### config.mk
export PLATFORM = sky130hd
export DESIGN_NAME = dac_input_update_control
export DESIGN_NICKNAME = d
export VERILOG_FILES = /design/src/dac_update_pkg.sv /design/src/dac_input_update_control.sv
export SDC_FILE = /design/constraint.sdc
export NUM_CORES = 1
export LEC_CHECK = 0
export BUFFER_PORTS_ARGS = -buffer_cell sky130_fd_sc_hd__buf_2
export CORE_MARGIN = 2
export CORE_UTILIZATION = 60
export CTS_CLUSTER_SIZE = 10
export DETAILED_ROUTE_END_ITERATION = 6
export PLACE_DENSITY_LB_ADDON = 0.05
export SYNTH_ARGS = -nofsm -noshare
export SYNTH_HDL_FRONTEND = slang
export SYNTH_SLANG_ARGS = --single-unit
export TNS_END_PERCENT = 5
### constraint.sdc
create_clock -name sys_clk -period 3.4 [get_ports sys_clk]
set_input_delay 0 -clock sys_clk [delete_from_list [all_inputs] [get_ports sys_clk]]
set_output_delay 0 -clock sys_clk [all_outputs]
set_load 0.05 [all_outputs]
### src/dac_update_pkg.sv
// Register map, field layout and trigger source codes of the converter update control
package dac_update_pkg;
    localparam int ADDR_W = 2;
    localparam logic [1:0] OFS_CONTROL    = 2'h0;
    localparam logic [1:0] OFS_VALUE_LOW  = 2'h1;
    localparam logic [1:0] OFS_VALUE_HIGH = 2'h2;
    localparam int POS_CONVERTER_ENABLE   = 0;
    localparam int POS_OUTPUT_PIN_ENABLE  = 1;
    localparam int POS_LEFT_ADJUST        = 2;
    localparam int POS_TRIGGER_SELECT_LO  = 4;
    localparam int POS_AUTO_TRIGGER       = 7;
    localparam logic [7:0] CONTROL_WMASK  = 8'hF7;
    localparam logic [7:0] RESET_CONTROL  = 8'h00;
    localparam logic [7:0] RESET_VALUE    = 8'h00;
    localparam logic [9:0] RESET_SHADOW   = 10'h000;
    localparam int NUM_SOURCES = 8;
    localparam int CONV_TIME_NS = 1000;
    localparam int CLK_PERIOD_NS = 10;
    localparam int CONV_CYCLES = (CONV_TIME_NS + CLK_PERIOD_NS - 1) / CLK_PERIOD_NS;
    typedef enum logic [2:0] {
        SRC_COMPARATOR0   = 3'h0,
        SRC_COMPARATOR1   = 3'h1,
        SRC_EXT_INT0      = 3'h2,
        SRC_TIMER0_CMP    = 3'h3,
        SRC_TIMER0_OVF    = 3'h4,
        SRC_TIMER1_CMP_B  = 3'h5,
        SRC_TIMER1_OVF    = 3'h6,
        SRC_TIMER1_CAPT   = 3'h7
    } trigger_source_type;
endpackage

### src/dac_input_update_control.sv
// Control, input and shadow value registers of the 10-bit converter
//
// The implementer's own choices: the register addresses and the strobed register port.
`timescale 1ns/1ps
module dac_input_update_control
    import dac_update_pkg::*;
#(
    parameter int CONV_COUNT = CONV_CYCLES
) (
    input  wire logic                          sys_clk,
    input  wire logic                          rst,
    input  wire logic [dac_update_pkg::ADDR_W-1:0] reg_addr,
    input  wire logic [7:0]                    reg_wdata,
    input  wire logic                          reg_write,
    input  wire logic                          reg_read,
    output logic      [7:0]                    reg_rdata,
    input  wire logic [dac_update_pkg::NUM_SOURCES-1:0] event_flags,
    output logic      [9:0]                    converter_value,
    output logic                               converter_enable,
    output logic                               analog_output_pin,
    output logic                               internal_use,
    output logic                               conversion_busy
);
    import dac_update_pkg::*;

    localparam int CNT_W = $clog2(CONV_COUNT + 1);

    typedef struct packed {
        logic [7:0]                 control;
        logic [7:0]                 value_high;
        logic [7:0]                 value_low;
        logic [9:0]                 shadow;
        logic                       low_pending;
        logic                       armed;
        logic                       align;
        logic [NUM_SOURCES-1:0]     sync1;
        logic [NUM_SOURCES-1:0]     sync2;
        logic                       trig_prev;
        logic [CNT_W-1:0]           conv_cnt;
        logic [7:0]                 rdata;
    } state_type;

    state_type state_ff;
    state_type nxt_state;

    // Assemble the 10-bit value from both input registers under the given alignment
    function automatic logic [9:0] assemble(input logic left, input logic [7:0] hi,
                                            input logic [7:0] lo);
        assemble = left ? {hi, lo[7:6]} : {hi[1:0], lo};
    endfunction

    logic       wr_ctrl;
    logic       wr_low;
    logic       wr_high;
    logic       auto_mode;
    logic       trig_level;
    logic       trig_rise;
    logic       busy;
    logic [2:0] sel;

    always_comb begin
        wr_ctrl    = reg_write && reg_addr == OFS_CONTROL;
        wr_low     = reg_write && reg_addr == OFS_VALUE_LOW;
        wr_high    = reg_write && reg_addr == OFS_VALUE_HIGH;
        auto_mode  = state_ff.control[POS_AUTO_TRIGGER];
        sel        = state_ff.control[POS_TRIGGER_SELECT_LO +: 3];
        // Selected flag after both sync stages, gated by auto-trigger, independent of any interrupt enable
        trig_level = auto_mode && state_ff.sync2[sel];
        busy       = state_ff.conv_cnt != '0;
        trig_rise  = trig_level && !state_ff.trig_prev;

        nxt_state           = state_ff;
        nxt_state.sync1     = event_flags;
        nxt_state.sync2     = state_ff.sync1;
        nxt_state.trig_prev = trig_level;
        if (busy) begin
            nxt_state.conv_cnt = state_ff.conv_cnt - CNT_W'(1);
        end

        if (wr_ctrl) begin
            nxt_state.control = reg_wdata & CONTROL_WMASK;
        end
        if (wr_low) begin
            nxt_state.value_low   = reg_wdata;
            nxt_state.low_pending = 1'b1;
            nxt_state.armed       = 1'b0;
        end
        if (wr_high) begin
            nxt_state.value_high  = reg_wdata;
            nxt_state.low_pending = 1'b0;
            // Alignment used by later trigger updates is the one in force at this write
            nxt_state.align       = state_ff.control[POS_LEFT_ADJUST];
            if (!auto_mode) begin
                // Alignment is sampled here, so a later change waits for the next high write
                nxt_state.shadow = assemble(state_ff.control[POS_LEFT_ADJUST],
                                            reg_wdata, state_ff.value_low);
            end else begin
                nxt_state.armed = 1'b1;
            end
        end

        // Trigger rises are dropped while a conversion is running
        if (auto_mode && trig_rise && !busy) begin
            if (state_ff.armed && !state_ff.low_pending) begin
                nxt_state.shadow = assemble(state_ff.align,
                                            state_ff.value_high, state_ff.value_low);
            end
            nxt_state.conv_cnt = CNT_W'(CONV_COUNT);
        end

        nxt_state.rdata = 8'h00;
        if (reg_read) begin
            case (reg_addr)
                OFS_CONTROL:    nxt_state.rdata = state_ff.control;
                OFS_VALUE_LOW:  nxt_state.rdata = state_ff.value_low;
                OFS_VALUE_HIGH: nxt_state.rdata = state_ff.value_high;
                default:        nxt_state.rdata = 8'h00;
            endcase
        end
    end

    always_ff @(posedge sys_clk) begin
        if (rst) begin
            state_ff             <= '0;
            state_ff.control     <= RESET_CONTROL;
            state_ff.value_high  <= RESET_VALUE;
            state_ff.value_low   <= RESET_VALUE;
            state_ff.shadow      <= RESET_SHADOW;
            state_ff.low_pending <= 1'b0;
        end else begin
            state_ff <= nxt_state;
        end
    end

    // Shadow is never on the register bus, only on the converter side
    always_comb begin
        reg_rdata         = state_ff.rdata;
        converter_enable  = state_ff.control[POS_CONVERTER_ENABLE];
        converter_value   = converter_enable ? state_ff.shadow : 10'h000;
        analog_output_pin = converter_enable && state_ff.control[POS_OUTPUT_PIN_ENABLE];
        internal_use      = converter_enable && !state_ff.control[POS_OUTPUT_PIN_ENABLE];
        conversion_busy   = busy;
    end
endmodule

==> impl_metrics.ini <==
[status]
status = complete, no violations

[global_route]
grt_pass1_vias = 2200
overflow = 0
grt_pass1_wl_microns = 10800
grt_util_all_layers = 0.232
antenna_found_initial = 0
grt_start_max_net_pins = 45

[cts]
h-tree-depth = 3
clockBufferDepth = 2
numCtsBuffers = 9
clk_pin_slew_ns = 0.07
cts-resized-gates = 0
cts_tree = done
clkLatencyLatePin_ns = 0.34
cts_sinks = 68
clockRootBuffer = clkbuf_8

[route]
antenna_left = 0
route.detailed.drc = 0
vias_per_cell = 5.21
wl_microns = 6260
top_layer = met4
drt_iter0_drc = 138
drtPass1Iterations = 5
met3_wirelength_microns = 252
num_vias = 2312
routed-wl-met2_microns = 2740
drt-met1-wl_microns = 3190
wl_per_cell_microns = 14.1

[cells_and_area]
multiInputGateArea_sq_um = 1590
diodes = 0
fin_cells = 444
drive_gt1_frac = 0.230
final_nets = 393
area_delta_synth_final_pct = 18.8
final.fill_count = 390
fin_area_sq_um = 3690
seq_area_sq_um = 1360

[yosys]
synth_area_leaders = dfxtp_1, mux2i_1, nor2_1
syn_area_sq_um = 3110
yosysMostFrequentCell = dfxtp_1
ys_seq_area_frac = 0.438
synth_ff_type = dfxtp_1
synth_nets = 347
netlist_instances = 323
synth.avg_cell_area_sq_um = 9.63
ys_seq_elements = 68
yosysTopAreaCellShare = 0.438
synth_edf_count = 0
yosys.area.top_type = dfxtp_1
synth_warnings = 0
yosysUniqueCellTypes = 42
ys_async_sr_fraction = 0
synthTopCellsByCount = dfxtp_1, nor2_1, mux2i_1

[job]
cap_violations = 0

[setup_path]
path_cells = nor4_4, and3_4, inv_4, or4_4, mux2_4
path_max_fanout = 10
crit_arrival_ns = 2.37
worstSetupEndpointType = register
worstSetupEndpoint = state_ff[42]$_SDFF_PP0_
setup.worst_path.start_class = register
reg2reg_slack_ns = 1.26
cp_slowest_stage_delay_ns = 0.66
path_class = register to register
cp.required_ns = 3.63
critical-path-top-delay-family = simple AND/OR/NAND/NOR gates
cp.buffers_inverters = 1
r2r-start = state_ff[10]$_SDFFE_PP0P_
reg2reg_to = state_ff[42]$_SDFF_PP0_
ff2ff_path_depth = 5
crit_path_start = state_ff[10]$_SDFFE_PP0P_
crit_slowest_cell = or4_4
crit_cells = 5

[placed_design]
dp_hpwl_microns = 4210
place.gp.congestion = 0.805
place_area_sq_um = 3300
pre_cts_ws_ns = 1.25
io_buffers = 43
placed_cells = 410

[timing]
slew_violations = 0
fmax_mhz = 467
timing.final.crit_share = 0.630
relSlewSlack = 0.453
worst_pin_slew_ns = 0.817
final-hold-violation-count = 0
min_period_ns = 2.14
finalSetupViolations = 0
finClkSkew_ns = 0.00645
setup_ws_ns = 1.26
rsz0062_at_grt = false
finalSetupTns_ns = 0

[floorplan]
ios = 44
num_rows = 26
die_w_microns = 76.0
die_area_sq_um = 5770
dieHeight_microns = 76.0
core_area_sq_um = 5040
initial_core_util = 0.617

[pwr]
powerDensity_nw_per_um2 = 562
power.leakage_nw = 1.59
vdd_drop_max_v = 0.000448

[min_path]
hold_path.class = primary input to register
## final cells by class
| cell class | count | area share |
|---|---|---|
| Multi-Input combinational cell | 220 | 0.429 |
| Sequential cell | 68 | 0.368 |
| Timing Repair Buffer | 64 | 0.113 |
| Clock buffer | 11 | 0.0383 |
| Tap cell | 70 | 0.0237 |
| Clock inverter | 5 | 0.0203 |
| Inverter | 6 | 0.00677 |
## power breakdown
part	internal (mW)	total (mW)	leakage, nW	switching, mW
clock network	0.429	0.719	0.113	0.290
logic	0.191	0.434	0.924	0.243
registers	0.863	0.923	0.556	0.0606
## stage by stage
step                       util  total power, mW  hold slack (ns)
after global routing      0.733             2.18            0.153
final                     0.733             2.08            0.123
after CTS                 0.733             2.09            0.111
after global placement    0.654             1.35            0.207
after floorplan               -             1.26            0.128
after detailed placement  0.654             1.36            0.214
## registers in the layout (all words and copies together), names as in the netlist
signal,count
nxt_state,8
state_ff,47
sel,3
auto_mode,1
reg_rdata,8
converter_enable,1
## per-layer routing
layer | GRT usage | up-vias
met5 | 0 | -
met4 | 0.0818 | 0
li1 | - | 1193
met3 | 0.0403 | 9
met2 | 0.350 | 56
met1 | 0.337 | 1054
## what timing repair did
item | 4_1_cts | 5_1_grt
hold buffers | 18 | 0
endpoints found under the hold margin | 33 | 0
setup buffers | 0 | 0
## logic make-up after synthesis
group,Yosys count,synth area share
adder cells (fa/ha/maj),2,0.00805
AND/OR/NAND/NOR,120,0.198
multiplexers,65,0.226
AO/OA/AOI/OAI,32,0.0720
XOR/XNOR,1,0.00282
buffers and inverters,35,0.0555
flip-flops,68,0.438
## worst min-delay path by stage
stage                     depth (start not counted)  slack, ns                  endpoint           start
after floorplan                                   1       0.13  nxt_state[16]$_SDFF_PP0_  event_flags[0]
after global placement                            2       0.21  nxt_state[19]$_SDFF_PP0_  event_flags[3]
after detailed placement                          2       0.21  nxt_state[19]$_SDFF_PP0_  event_flags[3]
after CTS                                         4       0.11   reg_rdata[2]$_SDFF_PP0_     reg_addr[1]
after global routing                              4       0.15   reg_rdata[0]$_SDFF_PP0_     reg_addr[1]
final                                             4       0.12   reg_rdata[2]$_SDFF_PP0_     reg_addr[1]
## worst min-delay path, cell delays in order
cell	delay (ns)
buf_2	0.17
nor2_1	0.13
a21oi_1	0.05
nor2_1	0.07
## cell usage in the layout (no fill, tap or decap), types with 10 or more instances in the layout
master         Yosys  final
mux2i_1           53     53
dlygate4sd3_1      0     18
buf_2              1     43
dfxtp_1           68     68
a211oi_1          11     11
nor2b_1           20     20
mux2_4            10     10
nor2_1            63     63
clkbuf_8           0     10
and2_1            11     11
Power figures use the tool's default switching activity.
